<file path="config.mk">
export PLATFORM = sky130hd
export DESIGN_NAME = timer_clock_prescaler
export DESIGN_NICKNAME = d
export VERILOG_FILES = /design/src/hw/prescaler_pkg.sv /design/src/hw/prescale_tap_if.sv /design/src/hw/edge_counter.sv /design/src/hw/prescale_tap.sv /design/src/hw/timer_clock_prescaler.sv
export SDC_FILE = /design/constraint.sdc
export NUM_CORES = 1
export LEC_CHECK = 0
export BUFFER_PORTS_ARGS = -buffer_cell sky130_fd_sc_hd__buf_2
export CORE_AREA = 2 2 68 118
export DETAILED_ROUTE_END_ITERATION = 10
export DIE_AREA = 0 0 70 120
export PLACE_DENSITY = 0.94
export SLEW_MARGIN = 25
export SYNTH_ARGS = -nofsm -noshare
export SYNTH_HDL_FRONTEND = slang
export SYNTH_HIERARCHICAL = 1
export SYNTH_SLANG_ARGS = --single-unit
</file>
<file path="constraint.sdc">
create_clock -name ref_clk -period 3.9 [get_ports ref_clk]
set_input_delay 0.39 -clock ref_clk [delete_from_list [all_inputs] [get_ports ref_clk]]
set_output_delay 0.39 -clock ref_clk [all_outputs]
set_load 0.01 [all_outputs]
</file>
<file path="src/hw/prescaler_pkg.sv">
package prescaler_pkg;

    localparam int ADDR_W = 16;
    localparam int DATA_W = 8;
    localparam int RATIO_W = 3;
    localparam int LOG_W = 4;
    localparam int FAST_CNT_W = 13;
    localparam int SLOW_CNT_W = 8;

    // register byte addresses
    localparam logic [ADDR_W-1:0] OSC_CTRL_ADDR = 16'hff01;
    localparam logic [ADDR_W-1:0] WIDE_PRESCALE_ADDR = 16'hff10;
    localparam logic [ADDR_W-1:0] BYTE_PRESCALE_ADDR = 16'hff11;
    localparam logic [ADDR_W-1:0] SOURCE_SELECT_ADDR = 16'hff12;
    localparam logic [ADDR_W-1:0] CLKOUT_PRESCALE_ADDR = 16'hff14;
    localparam logic [ADDR_W-1:0] EVENT_GATE_ADDR = 16'hff15;

    // field positions
    localparam int OSC_ON_BIT = 2;
    localparam int T0_RATIO_LSB = 0;
    localparam int T0_EN_BIT = 3;
    localparam int T1_RATIO_LSB = 4;
    localparam int T1_EN_BIT = 7;
    localparam int BYTE_RATIO_LSB = 0;
    localparam int BYTE_EN_BIT = 3;
    localparam int T0_SRC_BIT = 0;
    localparam int T1_SRC_BIT = 1;
    localparam int FAST_OUT_LSB = 0;
    localparam int FAST_OUT_EN_BIT = 3;
    localparam int SLOW_OUT_LSB = 4;
    localparam int SLOW_OUT_EN_BIT = 7;
    localparam int EV0_BIT = 0;
    localparam int EV1_BIT = 1;

    localparam logic [RATIO_W-1:0] RATIO_RESET = 3'h0;
    localparam logic [DATA_W-1:0] READ_ZERO = 8'h00;

    // log2 of the divisor; a timer divisor N needs 2N oscillator edges
    function automatic logic [LOG_W-1:0] fastTimerLog2(input logic [RATIO_W-1:0] code);
        case (code)
            3'h7: fastTimerLog2 = 4'hc;
            3'h6: fastTimerLog2 = 4'ha;
            3'h5: fastTimerLog2 = 4'h8;
            3'h4: fastTimerLog2 = 4'h7;
            3'h3: fastTimerLog2 = 4'h6;
            3'h2: fastTimerLog2 = 4'h5;
            3'h1: fastTimerLog2 = 4'h3;
            default: fastTimerLog2 = 4'h1;
        endcase
    endfunction

    function automatic logic [LOG_W-1:0] slowLog2(input logic [RATIO_W-1:0] code);
        slowLog2 = {1'b0, code};
    endfunction

    function automatic logic [LOG_W-1:0] byteTimerLog2(input logic [RATIO_W-1:0] code);
        byteTimerLog2 = {1'b0, code} + 4'h1;
    endfunction

endpackage

</file>
<file path="src/hw/prescale_tap_if.sv">
`timescale 1ns/1ps
`default_nettype none
interface prescale_tap_if #(parameter int CNT_W = 8, parameter int LOG_W = 4);
    logic edgeTick;
    logic [CNT_W-1:0] count;
    logic [LOG_W-1:0] log2;
    logic divTick;
    logic halfTick;

    modport tap (input edgeTick, input count, input log2, output divTick, output halfTick);
    modport ctrl (output edgeTick, output count, output log2, input divTick, input halfTick);
endinterface
`default_nettype wire

</file>
<file path="src/hw/edge_counter.sv">
`timescale 1ns/1ps
`default_nettype none
module edge_counter #(
    parameter int CNT_W = 8
) (
    // clock and reset
    input wire logic ref_clk,
    input wire logic srst,
    // oscillator edges
    input wire logic edgeTick,
    output logic [CNT_W-1:0] count
);
    // refuse counter widths the taps cannot serve
    if (CNT_W < 2 || CNT_W > 16) begin : gBadWidth
        $error("edge_counter width out of range");
    end

    always_ff @(posedge ref_clk) begin
        if (srst) begin
            count <= '0;
        end else if (edgeTick) begin
            count <= count + 1'b1;
        end
    end
endmodule
`default_nettype wire

</file>
<file path="src/hw/prescale_tap.sv">
`timescale 1ns/1ps
`default_nettype none
module prescale_tap #(
    parameter int CNT_W = 8,
    parameter int LOG_W = 4
) (
    prescale_tap_if.tap tap
);
    logic [CNT_W-1:0] fullMask;
    logic [CNT_W-1:0] halfMask;

    if (CNT_W > (1 << LOG_W)) begin : gBadWidth
        $error("prescale_tap counter wider than log2 field can address");
    end

    // divTick every 2^(log2+1) edges, halfTick every 2^log2 edges
    always_comb begin
        fullMask = '0;
        halfMask = '0;
        for (int i = 0; i < CNT_W; i++) begin
            fullMask[i] = (LOG_W'(i) <= tap.log2);
            halfMask[i] = (LOG_W'(i) < tap.log2);
        end
        tap.divTick = tap.edgeTick && ((tap.count & fullMask) == fullMask);
        tap.halfTick = tap.edgeTick && ((tap.count & halfMask) == halfMask);
    end
endmodule
`default_nettype wire

</file>
<file path="src/hw/timer_clock_prescaler.sv">
// Functional notes
// RULE_01: timer 0 divides its source by 4096,1024,256,128,64,32,8,2 (fast) or 128..1 (slow) per a 3-bit field resetting to 0.
// RULE_02: timer 0 receives its divided clock only while its enable bit, reset to 0, is set.
// RULE_03: timer 1 takes the slow oscillator when its source bit is 1, else the fast one; reset 0.
// RULE_04: timer 0 takes the slow oscillator when its source bit is 1, else the fast one; reset 0.
// RULE_05: the byte timer divides the fast oscillator by 256..2 per a 3-bit field resetting to 0.
// RULE_06: the byte timer receives its clock only while its enable bit, reset to 0, is set.
// RULE_07: the fast oscillator runs while its control bit is 1 and stops at 0; reads return the bit.
// RULE_08: reset clears the fast oscillator control bit, so the fast oscillator starts off.
// RULE_09: software sets the fast oscillator bit before relying on any fast-derived clock.
// RULE_10: timer 1 has its own 3-bit ratio field and enable bit like timer 0, both reset to 0.
// RULE_11: the slow clock pin carries the slow oscillator divided by 128..1, gated by an enable; reset 0.
// RULE_12: the fast clock pin carries the fast oscillator divided by 128..1, gated by an enable; reset 0.
// RULE_13: each event input pin reaches its wide timer only while its own enable bit, reset 0, is set.
// RULE_14: unused register bits read as 0 and ignore writes.
//
// The implementer's own choice: strobed register access.
`timescale 1ns/1ps
`default_nettype none
module timer_clock_prescaler
    import prescaler_pkg::*;
(
    // clock and reset
    input wire logic ref_clk,
    input wire logic srst,
    // register port
    input wire logic [ADDR_W-1:0] regAddr,
    input wire logic [DATA_W-1:0] regWrData,
    input wire logic regWrite,
    input wire logic regRead,
    output logic [DATA_W-1:0] regRdData,
    // oscillators: one pulse per oscillator edge
    input wire logic slowOscillatorEdge,
    input wire logic fastOscillatorEdge,
    output logic fastOscOn,
    // timer clock enables
    output logic timer0Tick,
    output logic timer1Tick,
    output logic byteTimerTick,
    // event counter inputs
    input wire logic event0ClockPin,
    input wire logic event1ClockPin,
    output logic event0Clock,
    output logic event1Clock,
    // clock output pins
    output logic slowClockPin,
    output logic fastClockPin
);
    // control fields
    logic [RATIO_W-1:0] timer0Ratio;
    logic [RATIO_W-1:0] timer1Ratio;
    logic [RATIO_W-1:0] byteTimerRatio;
    logic [RATIO_W-1:0] slowOutRatio;
    logic [RATIO_W-1:0] fastOutRatio;
    logic timer0ClockEnable;
    logic timer1ClockEnable;
    logic byteTimerClockEnable;
    logic timer0SourceSelect;
    logic timer1SourceSelect;
    logic slowOutEnable;
    logic fastOutEnable;
    logic event0InputEnable;
    logic event1InputEnable;

    logic fastEdge;
    logic [FAST_CNT_W-1:0] fastCount;
    logic [SLOW_CNT_W-1:0] slowCount;
    logic [DATA_W-1:0] next_regRdData;

    prescale_tap_if #(.CNT_W(FAST_CNT_W), .LOG_W(LOG_W)) t0FastTap();
    prescale_tap_if #(.CNT_W(SLOW_CNT_W), .LOG_W(LOG_W)) t0SlowTap();
    prescale_tap_if #(.CNT_W(FAST_CNT_W), .LOG_W(LOG_W)) t1FastTap();
    prescale_tap_if #(.CNT_W(SLOW_CNT_W), .LOG_W(LOG_W)) t1SlowTap();
    prescale_tap_if #(.CNT_W(FAST_CNT_W), .LOG_W(LOG_W)) byteTap();
    prescale_tap_if #(.CNT_W(SLOW_CNT_W), .LOG_W(LOG_W)) slowOutTap();
    prescale_tap_if #(.CNT_W(FAST_CNT_W), .LOG_W(LOG_W)) fastOutTap();

    // fast oscillator edges are dropped while it is switched off
    assign fastEdge = fastOscillatorEdge && fastOscOn; // RULE_07

    edge_counter #(.CNT_W(FAST_CNT_W)) fastCounter (
        .ref_clk(ref_clk),
        .srst(srst),
        .edgeTick(fastEdge),
        .count(fastCount)
    );

    edge_counter #(.CNT_W(SLOW_CNT_W)) slowCounter (
        .ref_clk(ref_clk),
        .srst(srst),
        .edgeTick(slowOscillatorEdge),
        .count(slowCount)
    );

    // tap wiring
    assign t0FastTap.edgeTick = fastEdge;
    assign t0FastTap.count = fastCount;
    assign t0FastTap.log2 = fastTimerLog2(timer0Ratio); // RULE_01
    assign t0SlowTap.edgeTick = slowOscillatorEdge;
    assign t0SlowTap.count = slowCount;
    assign t0SlowTap.log2 = slowLog2(timer0Ratio); // RULE_01
    assign t1FastTap.edgeTick = fastEdge;
    assign t1FastTap.count = fastCount;
    assign t1FastTap.log2 = fastTimerLog2(timer1Ratio); // RULE_10
    assign t1SlowTap.edgeTick = slowOscillatorEdge;
    assign t1SlowTap.count = slowCount;
    assign t1SlowTap.log2 = slowLog2(timer1Ratio); // RULE_10
    assign byteTap.edgeTick = fastEdge;
    assign byteTap.count = fastCount;
    assign byteTap.log2 = byteTimerLog2(byteTimerRatio); // RULE_05
    assign slowOutTap.edgeTick = slowOscillatorEdge;
    assign slowOutTap.count = slowCount;
    assign slowOutTap.log2 = slowLog2(slowOutRatio); // RULE_11
    assign fastOutTap.edgeTick = fastEdge;
    assign fastOutTap.count = fastCount;
    assign fastOutTap.log2 = slowLog2(fastOutRatio); // RULE_12

    prescale_tap #(.CNT_W(FAST_CNT_W), .LOG_W(LOG_W)) t0FastDiv (.tap(t0FastTap.tap));
    prescale_tap #(.CNT_W(SLOW_CNT_W), .LOG_W(LOG_W)) t0SlowDiv (.tap(t0SlowTap.tap));
    prescale_tap #(.CNT_W(FAST_CNT_W), .LOG_W(LOG_W)) t1FastDiv (.tap(t1FastTap.tap));
    prescale_tap #(.CNT_W(SLOW_CNT_W), .LOG_W(LOG_W)) t1SlowDiv (.tap(t1SlowTap.tap));
    prescale_tap #(.CNT_W(FAST_CNT_W), .LOG_W(LOG_W)) byteDiv (.tap(byteTap.tap));
    prescale_tap #(.CNT_W(SLOW_CNT_W), .LOG_W(LOG_W)) slowOutDiv (.tap(slowOutTap.tap));
    prescale_tap #(.CNT_W(FAST_CNT_W), .LOG_W(LOG_W)) fastOutDiv (.tap(fastOutTap.tap));

    // oscillator control register: only the fast oscillator bit lives here
    always_ff @(posedge ref_clk) begin
        if (srst) begin
            fastOscOn <= 1'b0; // RULE_08
        end else if (regWrite && regAddr == OSC_CTRL_ADDR) begin
            fastOscOn <= regWrData[OSC_ON_BIT]; // RULE_07
        end
    end

    // wide timer ratio and enables
    always_ff @(posedge ref_clk) begin
        if (srst) begin
            timer0Ratio <= RATIO_RESET; // RULE_01
            timer1Ratio <= RATIO_RESET; // RULE_10
            timer0ClockEnable <= 1'b0; // RULE_02
            timer1ClockEnable <= 1'b0; // RULE_10
        end else if (regWrite && regAddr == WIDE_PRESCALE_ADDR) begin
            timer0Ratio <= regWrData[T0_RATIO_LSB +: RATIO_W];
            timer1Ratio <= regWrData[T1_RATIO_LSB +: RATIO_W];
            timer0ClockEnable <= regWrData[T0_EN_BIT];
            timer1ClockEnable <= regWrData[T1_EN_BIT];
        end
    end

    // byte timer ratio and enable
    always_ff @(posedge ref_clk) begin
        if (srst) begin
            byteTimerRatio <= RATIO_RESET; // RULE_05
            byteTimerClockEnable <= 1'b0; // RULE_06
        end else if (regWrite && regAddr == BYTE_PRESCALE_ADDR) begin
            byteTimerRatio <= regWrData[BYTE_RATIO_LSB +: RATIO_W];
            byteTimerClockEnable <= regWrData[BYTE_EN_BIT];
        end
    end

    // wide timer source select
    always_ff @(posedge ref_clk) begin
        if (srst) begin
            timer0SourceSelect <= 1'b0; // RULE_04
            timer1SourceSelect <= 1'b0; // RULE_03
        end else if (regWrite && regAddr == SOURCE_SELECT_ADDR) begin
            timer0SourceSelect <= regWrData[T0_SRC_BIT];
            timer1SourceSelect <= regWrData[T1_SRC_BIT];
        end
    end

    // clock output ratios and enables
    always_ff @(posedge ref_clk) begin
        if (srst) begin
            slowOutRatio <= RATIO_RESET; // RULE_11
            fastOutRatio <= RATIO_RESET; // RULE_12
            slowOutEnable <= 1'b0;
            fastOutEnable <= 1'b0;
        end else if (regWrite && regAddr == CLKOUT_PRESCALE_ADDR) begin
            slowOutRatio <= regWrData[SLOW_OUT_LSB +: RATIO_W];
            fastOutRatio <= regWrData[FAST_OUT_LSB +: RATIO_W];
            slowOutEnable <= regWrData[SLOW_OUT_EN_BIT];
            fastOutEnable <= regWrData[FAST_OUT_EN_BIT];
        end
    end

    // event input gates
    always_ff @(posedge ref_clk) begin
        if (srst) begin
            event0InputEnable <= 1'b0; // RULE_13
            event1InputEnable <= 1'b0; // RULE_13
        end else if (regWrite && regAddr == EVENT_GATE_ADDR) begin
            event0InputEnable <= regWrData[EV0_BIT];
            event1InputEnable <= regWrData[EV1_BIT];
        end
    end

    // read mux; unused bits and unmapped addresses read zero
    always_comb begin
        next_regRdData = READ_ZERO; // RULE_14
        case (regAddr)
            OSC_CTRL_ADDR: begin
                next_regRdData[OSC_ON_BIT] = fastOscOn; // RULE_07
            end
            WIDE_PRESCALE_ADDR: begin
                next_regRdData[T0_RATIO_LSB +: RATIO_W] = timer0Ratio;
                next_regRdData[T1_RATIO_LSB +: RATIO_W] = timer1Ratio;
                next_regRdData[T0_EN_BIT] = timer0ClockEnable;
                next_regRdData[T1_EN_BIT] = timer1ClockEnable;
            end
            BYTE_PRESCALE_ADDR: begin
                next_regRdData[BYTE_RATIO_LSB +: RATIO_W] = byteTimerRatio;
                next_regRdData[BYTE_EN_BIT] = byteTimerClockEnable;
            end
            SOURCE_SELECT_ADDR: begin
                next_regRdData[T0_SRC_BIT] = timer0SourceSelect;
                next_regRdData[T1_SRC_BIT] = timer1SourceSelect;
            end
            CLKOUT_PRESCALE_ADDR: begin
                next_regRdData[SLOW_OUT_LSB +: RATIO_W] = slowOutRatio;
                next_regRdData[FAST_OUT_LSB +: RATIO_W] = fastOutRatio;
                next_regRdData[SLOW_OUT_EN_BIT] = slowOutEnable;
                next_regRdData[FAST_OUT_EN_BIT] = fastOutEnable;
            end
            EVENT_GATE_ADDR: begin
                next_regRdData[EV0_BIT] = event0InputEnable;
                next_regRdData[EV1_BIT] = event1InputEnable;
            end
            default: begin
                next_regRdData = READ_ZERO;
            end
        endcase
    end

    // read data valid only in the cycle after the strobe
    always_ff @(posedge ref_clk) begin
        if (srst) begin
            regRdData <= READ_ZERO;
        end else if (regRead) begin
            regRdData <= next_regRdData;
        end else begin
            regRdData <= READ_ZERO;
        end
    end

    // timer clock enables: source select then gate
    always_ff @(posedge ref_clk) begin
        if (srst) begin
            timer0Tick <= 1'b0;
            timer1Tick <= 1'b0;
            byteTimerTick <= 1'b0;
        end else begin
            timer0Tick <= timer0ClockEnable && // RULE_02
                (timer0SourceSelect ? t0SlowTap.divTick : t0FastTap.divTick); // RULE_04
            timer1Tick <= timer1ClockEnable && // RULE_10
                (timer1SourceSelect ? t1SlowTap.divTick : t1FastTap.divTick); // RULE_03
            byteTimerTick <= byteTimerClockEnable && byteTap.divTick; // RULE_06
        end
    end

    // event clocks pass as levels while enabled, low otherwise
    always_ff @(posedge ref_clk) begin
        if (srst) begin
            event0Clock <= 1'b0;
            event1Clock <= 1'b0;
        end else begin
            event0Clock <= event0InputEnable && event0ClockPin; // RULE_13
            event1Clock <= event1InputEnable && event1ClockPin; // RULE_13
        end
    end

    // clock pins toggle every N oscillator edges, giving fosc/N; held low when off
    always_ff @(posedge ref_clk) begin
        if (srst) begin
            slowClockPin <= 1'b0;
        end else if (!slowOutEnable) begin
            slowClockPin <= 1'b0;
        end else if (slowOutTap.halfTick) begin
            slowClockPin <= !slowClockPin; // RULE_11
        end
    end

    always_ff @(posedge ref_clk) begin
        if (srst) begin
            fastClockPin <= 1'b0;
        end else if (!fastOutEnable) begin
            fastClockPin <= 1'b0;
        end else if (fastOutTap.halfTick) begin
            fastClockPin <= !fastClockPin; // RULE_12
        end
    end
endmodule
`default_nettype wire

</file>
==> impl_results.md, run 1 <==
- Status: completed
- CTS Buffer Depth: 2
- First-pass iteration count of the detailed router: 5
- Clk_lat worst skew: 340 ps
- Wire length per cell: 18.2 um
- Largest net degree at the start of global routing: 30
- Clock Skew: 5.20 ps
- Setup violators final: 0
- WP buf/inv: 1
- Pin slew with the least headroom to its limit: 751 ps
- FF-to-FF End: timer0Tick$_SDFF_PP0_
- CP Capture Type: register
- Cell family with most CP delay: compound AO/OA/AOI/OAI gates
- Dpl hpwl: 7.60 mm
- Most common cell after layout, fill and taps aside: dfxtp_1
- Total congestion overflow: 0
- Cell count after synthesis: 481
- Sw Ratio: 22.8%
- Worst Setup Start Kind: register
- CTS hold repair buffers: 0
- R2r setup slk: 1740 ps
- Endpoints failing hold: 0
- Clock power frac: 50.6%
- Post-CTS Resized: 0
- Slowest stage cell, crit path: dfxtp_1
- Postcts setup bufs: 0
- Die W: 70 um
- CP max FO: 10
- Clk sinks: 61
- Pwr Density: 337 mW/mm^2
- H-tree depth: 3
- RSZ-0062 raised after global routing: false
- Pre-CTS setup slack: 1750 ps
- Hold Path Depth: 3
- Sequential power share: 43.5%
- NetSw: 0.000332 W
- Worst Slack Setup Final: 1740 ps
- Ports: 48
- Cell-internal power: 0.00112 W
- Via density per instance: 6.57
- Initial core utilization: 51.9%
- Routed via count: 3974
- First-pass GRT wire length: 17.7 mm
- All-Layer GR Usage: 26.4%
- Initial antenna violation count: 0
- Starting DRT DRC Count: 261
- CP peak stage delay: 580 ps
- I/O Buffers: 47
- Worst EP arrival: 2360 ps
- Core area: 0.00746 sq mm
- Fin crit period: 2160 ps
- Drt drc: 0
- Setup tns final: 0 ps
- Most frequent cells in the layout: dfxtp_1, buf_2, a21oi_1, nor2_1, nand4_1
- Final WL: 11.0 mm
- Root Driver: clkbuf_16
- Syn Area/Cell: 8.05 sq um
- Pins Over Slew Limit: 0
- GP Congestion: 0.945
- Maximum vdd drop: 0.000371 V
- Hold Path Origin: event1ClockPin
- Final hold slack: 271 ps
- Post-route ant nets: 0
- Worst slew margin: 49.7%
- Layout cells sized above 1: 18.4%
- Logic pwr share: 5.9%
- Final #Nets: 547
- Die height: 120 um
- CP Data Required Time: 4110 ps
- Mapped cell area: 0.00387 sq mm
- R2R Path Start: timer0Ratio[2]$_SDFFE_PP0P_
- Setup CP Type: reg2reg
- TritonCTS buffer count: 9
- Site row count: 42
- CTS tree: done
- Area grow syn2layout: 11.1%
- Worst-path clk slew: 50 ps
- Vias in the first global route: 3895
- Crit-path cells: o21a_1, inv_2, o21ai_0, a31oi_1, and4_1, mux2i_1, nor2_1
- Leak pwr: 1.55 nW
- Diode count: 0
- Top achievable clock speed: 0.464 GHz
- Ys Warns: 6
- Period utilization: 55.3%
- Min-delay worst type: in2reg
- Die Area: 0.00840 sq mm
- Max-Cap Viols: 0
- Hold Path End: event1Clock$_SDFF_PP0_
- R2R cell count: 7
## power by group through the flow
stage	Sequential, W	Clock, W	Combinational (W)
floorplan	0.000643	0	0.0000541
global placement	0.000644	0	0.0000786
detailed placement	0.000644	0	0.0000826
CTS	0.000632	0.000745	0.0000832
global route	0.000631	0.000770	0.0000935
finish	0.000632	0.000735	0.0000861
## registers in the layout (all words and copies together), names as in the netlist, 3 cells and up
register,cells
regRdData,8
slowOutRatio,3
timer1Ratio,3
fastOutRatio,3
timer0Ratio,3
byteTimerRatio,3
fastCounter/count,13
slowCounter/count,8
## worst min-delay path, cell delays in order
cell     delay (ps)
buf_2            70
nand2_1          40
nor2_1           70
## per-stage QoR
step                instance area, sq um  cells  utilization, %  total power (W)
floorplan                           3900    488               -         0.000697
global placement                    4020    589            53.9         0.000723
detailed placement                  4030    589            53.9         0.000727
CTS                                 4310    605            57.7          0.00146
global route                        4310    605            57.7          0.00150
finish                              4310    605            57.7          0.00145
## routing by layer
layer,global-route usage (%),share of wire [%],vias to the layer above
met5,0,0,-
met4,21.3,6.3,0
met3,5.54,6.8,62
met2,45.9,51,255
met1,26.7,36,1834
li1,-,-,1823
## area by class of cell
type | count | area (sq um)
flip-flops and latches | 61 | 1220
fillers | 621 | 3160
clock buffers | 13 | 260
well taps | 88 | 110
clock inverters | 3 | 20.0
inverters | 29 | 109
multi-input cells | 363 | 2340
repair buffers | 48 | 243
## worst max path at each step
stage / start / end / slack [ps] / depth (start not counted)
floorplan: regAddr[7] / timer0Ratio[0]$_SDFFE_PP0P_ / 1910 / 6
global placement: regAddr[7] / fastOscOn$_SDFFE_PP0P_ / 1510 / 5
detailed placement: regAddr[7] / byteTimerRatio[2]$_SDFFE_PP0P_ / 1750 / 5
CTS: timer0Ratio[0]$_SDFFE_PP0P_ / timer0Tick$_SDFF_PP0_ / 1840 / 8
global route: timer0Ratio[0]$_SDFFE_PP0P_ / timer0Tick$_SDFF_PP0_ / 1680 / 8
finish: timer0Ratio[2]$_SDFFE_PP0P_ / timer0Tick$_SDFF_PP0_ / 1740 / 7
No activity file was read; power rests on OpenSTA's default activity.
==> run 2, diff against run 1 <==
--- a/config.mk
+++ b/config.mk
@@ -6,10 +6,10 @@
 export NUM_CORES = 1
 export LEC_CHECK = 0
 export BUFFER_PORTS_ARGS = -buffer_cell sky130_fd_sc_hd__buf_2
-export CORE_AREA = 2 2 68 118
+export CORE_AREA = 2 2 71 123
 export DETAILED_ROUTE_END_ITERATION = 10
-export DIE_AREA = 0 0 70 120
-export PLACE_DENSITY = 0.94
+export DIE_AREA = 0 0 73 125
+export PLACE_DENSITY = 0.88
 export SLEW_MARGIN = 25
 export SYNTH_ARGS = -nofsm -noshare
 export SYNTH_HDL_FRONTEND = slang
==> constraint.sdc (replaced) <==
create_clock -name ref_clk -period 2.05 [get_ports ref_clk]
set_input_delay 0.205 -clock ref_clk [delete_from_list [all_inputs] [get_ports ref_clk]]
set_output_delay 0.205 -clock ref_clk [all_outputs]
set_load 0.01 [all_outputs]
==> run 2 against run 1 <==
Against the previous run:
- register-to-register slack got worse by 1700 ps
- final cell count rose by 3.0%
- clock skew fell by 2.1 ps
- critical endpoint is now timer1Tick$_SDFF_PP0_
- largest cell class unchanged
- global-route usage fell by 2.2 points
==> impl_results.md, run 2 (synthesis gave the netlist of run 1 again) <==
- R2R cell count: 8 (+1)
- Crit-path cells: o21a_1, a21oi_1, nand2b_1, a21o_1, a31oi_1, and4_1, mux2i_1, nor2_1
- Drt drc: 0 (unchanged)
- Clk_lat worst skew: 330 ps (about the same)
- Layout cells sized above 1: 20.7% (+2.3 points)
- Vias in the first global route: 3894 (-0.026%)
- Starting DRT DRC Count: 280 (+7.3%)
- NetSw: 0.000663 W (+100%)
- Total power: 0.00310 W (+110%)
- Post-route insts no fill: 623 (+3.0%)
- Clock power frac: 55.9% (+5.3 points)
- Post-CTS Resized: 0 (unchanged)
- Status: completed
- Ports: 48 (unchanged)
- Hold Path End: event0Clock$_SDFF_PP0_
- WP buf/inv: 0 (-1)
- CP Data Required Time: 2270 ps (-1840 ps)
- Worst EP arrival: 2190 ps (-170 ps)
- Cell family with most CP delay: compound AO/OA/AOI/OAI gates
- CP Capture Type: register
- Total congestion overflow: 0 (unchanged)
- Post-route ant nets: 0 (unchanged)
- Endpoints failing hold: 0 (unchanged)
- CP max FO: 6 (-4)
- Initial core utilization: 47.2% (-4.7 points)
- Core area: 0.00820 sq mm (+9.9%)
- Pre-CTS setup slack: 117 ps (-1630 ps)
- Dpl hpwl: 7.59 mm (about the same)
- Postcts setup bufs: 0 (unchanged)
- Utilization after layout: 54.6% (-3.1 points)
- Setup CP Type: reg2reg
- Max reg flops: 13 (unchanged)
- Final #Nets: 561 (+2.6%)
- Setup crit start: timer1Ratio[0]$_SDFFE_PP0P_
- Number of cells on the critical path: 8 (+1)
- Final WL: 10.8 mm (-1.9%)
- Diode count: 0 (unchanged)
- Largest net degree at the start of global routing: 56 (+87%)
- Top achievable clock speed: 0.508 GHz (+9.6%)
- CTS Buffer Depth: 2 (unchanged)
- Maximum vdd drop: 0.000488 V (+32%)
- I/O Buffers: 47 (unchanged)
- First-pass iteration count of the detailed router: 5 (unchanged)
- R2R Path Start: timer1Ratio[0]$_SDFFE_PP0P_
- Die height: 125 um (+4.2%)
- Die W: 73 um (+4.3%)
- Largest register by flop count: fastCounter/count
- Worst Slack Setup Final: 82.5 ps (-1660 ps)
- Period utilization: 96.0% (+41 points)
- Clk sinks: 61 (unchanged)
- Worst-path clk slew: 50 ps (about the same)
- Area grow syn2layout: 15.7%
- Die Area: 0.00913 sq mm (+8.6%)
- Most common cell after layout, fill and taps aside: dfxtp_1
- TritonCTS buffer count: 9 (unchanged)
- Max-Cap Viols: 0 (unchanged)
- Most frequent cells in the layout: dfxtp_1, buf_2, a21oi_1, nor2_1, nand4_1
- H-tree depth: 3 (unchanged)
- Sequential power share: 38.7% (-4.8 points)
- Worst Setup Start Kind: register
- CTS tree: done
- Site row count: 44 (+4.8%)
- FF-to-FF End: timer1Tick$_SDFF_PP0_
- Inst Count DP: 607 (+3.1%)
- First-pass GRT wire length: 17.7 mm (-0.54%)
- Cell-internal power: 0.00244 W (+120%)
- Pins Over Slew Limit: 0 (unchanged)
- RSZ-0062 raised after global routing: false
- All-Layer GR Usage: 24.3% (-2.2 points)
- Initial antenna violation count: 0 (unchanged)
- Via density per instance: 6.30 (-4.1%)
- Min-delay worst type: in2reg
- Worst slew margin: 59.3% (+9.6 points)
- CP peak stage delay: 350 ps (-230 ps)
- Slowest stage cell, crit path: dfxtp_1
- Pin slew with the least headroom to its limit: 610 ps (-141 ps)
- Wire length per cell: 17.3 um (-4.7%)
- Leak pwr: 1.65 nW (+6.5%)
- Logic pwr share: 5.4% (-0.5 points)
- Hold Path Depth: 3 (unchanged)
- Setup violators final: 0 (unchanged)
- Clock Skew: 3.13 ps (-2.07 ps)
- Routed via count: 3925 (-1.2%)
- Sw Ratio: 21.3% (-1.5 points)
- Biggest regs: fastCounter/count x13, regRdData x8, slowCounter/count x8
- Setup tns final: 0 ps (unchanged)
- CTS hold repair buffers: 0 (unchanged)
- Pwr Density: 693 mW/mm^2 (+110%)
- Hold Path Origin: event0ClockPin
- Root Driver: clkbuf_16
- Fin crit period: 1970 ps (-189 ps)
- GP Congestion: 0.882 (-6.7%)
- R2r setup slk: 80 ps (-1660 ps)
## run 2: cell count changes in the layout (fill, tap and decap cells not counted)
cell / before / now
bufinv_16: 0 / 3
clkbuf_8: 2 / 0
nor3_2: 4 / 5
buf_12: 0 / 1
nor3_4: 1 / 0
clkinv_4: 0 / 1
clkbuf_1: 2 / 1
buf_4: 1 / 14
clkinvlp_4: 2 / 1
## run 2: final cells by class
| cell class | instances | area [sq um] |
|---|---|---|
| fillers | 688 | 3720 |
| multi-input cells | 363 | 2340 |
| flip-flops and latches | 61 | 1220 |
| repair buffers | 62 | 360 |
| clock buffers | 10 | 229 |
| well taps | 92 | 115 |
| clock inverters | 6 | 111 |
| inverters | 29 | 109 |
## run 2: power by group through the flow
| stage | logic, W | clock network, W | registers (W) |
|---|---|---|---|
| floorplan | 0.000103 | 0 | 0.00122 |
| detailed placement | 0.000161 | 0 | 0.00123 |
| finish | 0.000167 | 0.00174 | 0.00120 |
| CTS | 0.000162 | 0.00175 | 0.00120 |
| global route | 0.000182 | 0.00180 | 0.00120 |
| global placement | 0.000154 | 0 | 0.00123 |
## run 2: stage by stage
step | area (sq um) | hold WS (ps)
after floorplan | 3900 | 326
after global placement | 4140 | 422
after detailed placement | 4140 | 432
after CTS | 4480 | 86.3
after global routing | 4480 | 95.6
final | 4480 | 91.1
## run 2: routing by layer
metal	track usage (%)	share of wire, %
met1	24.9	37
met2	43.3	54
met3	5.08	4.9
met4	14.3	4.9
met5	0	0
## run 2: worst max-delay path by stage
stage,endpoint,slack [ps]
5_1_grt,timer0Tick$_SDFF_PP0_,10
2_1_floorplan,timer0Ratio[0]$_SDFFE_PP0P_,240
3_5_place_dp,event1InputEnable$_SDFFE_PP0P_,120
6_report,timer1Tick$_SDFF_PP0_,80
4_1_cts,timer1Tick$_SDFF_PP0_,120
3_3_place_gp,event0InputEnable$_SDFFE_PP0P_,160
## run 2: worst min-delay path: stages
cell     delay, ps
buf_2           80
nand2_1         40
nor2_1          70
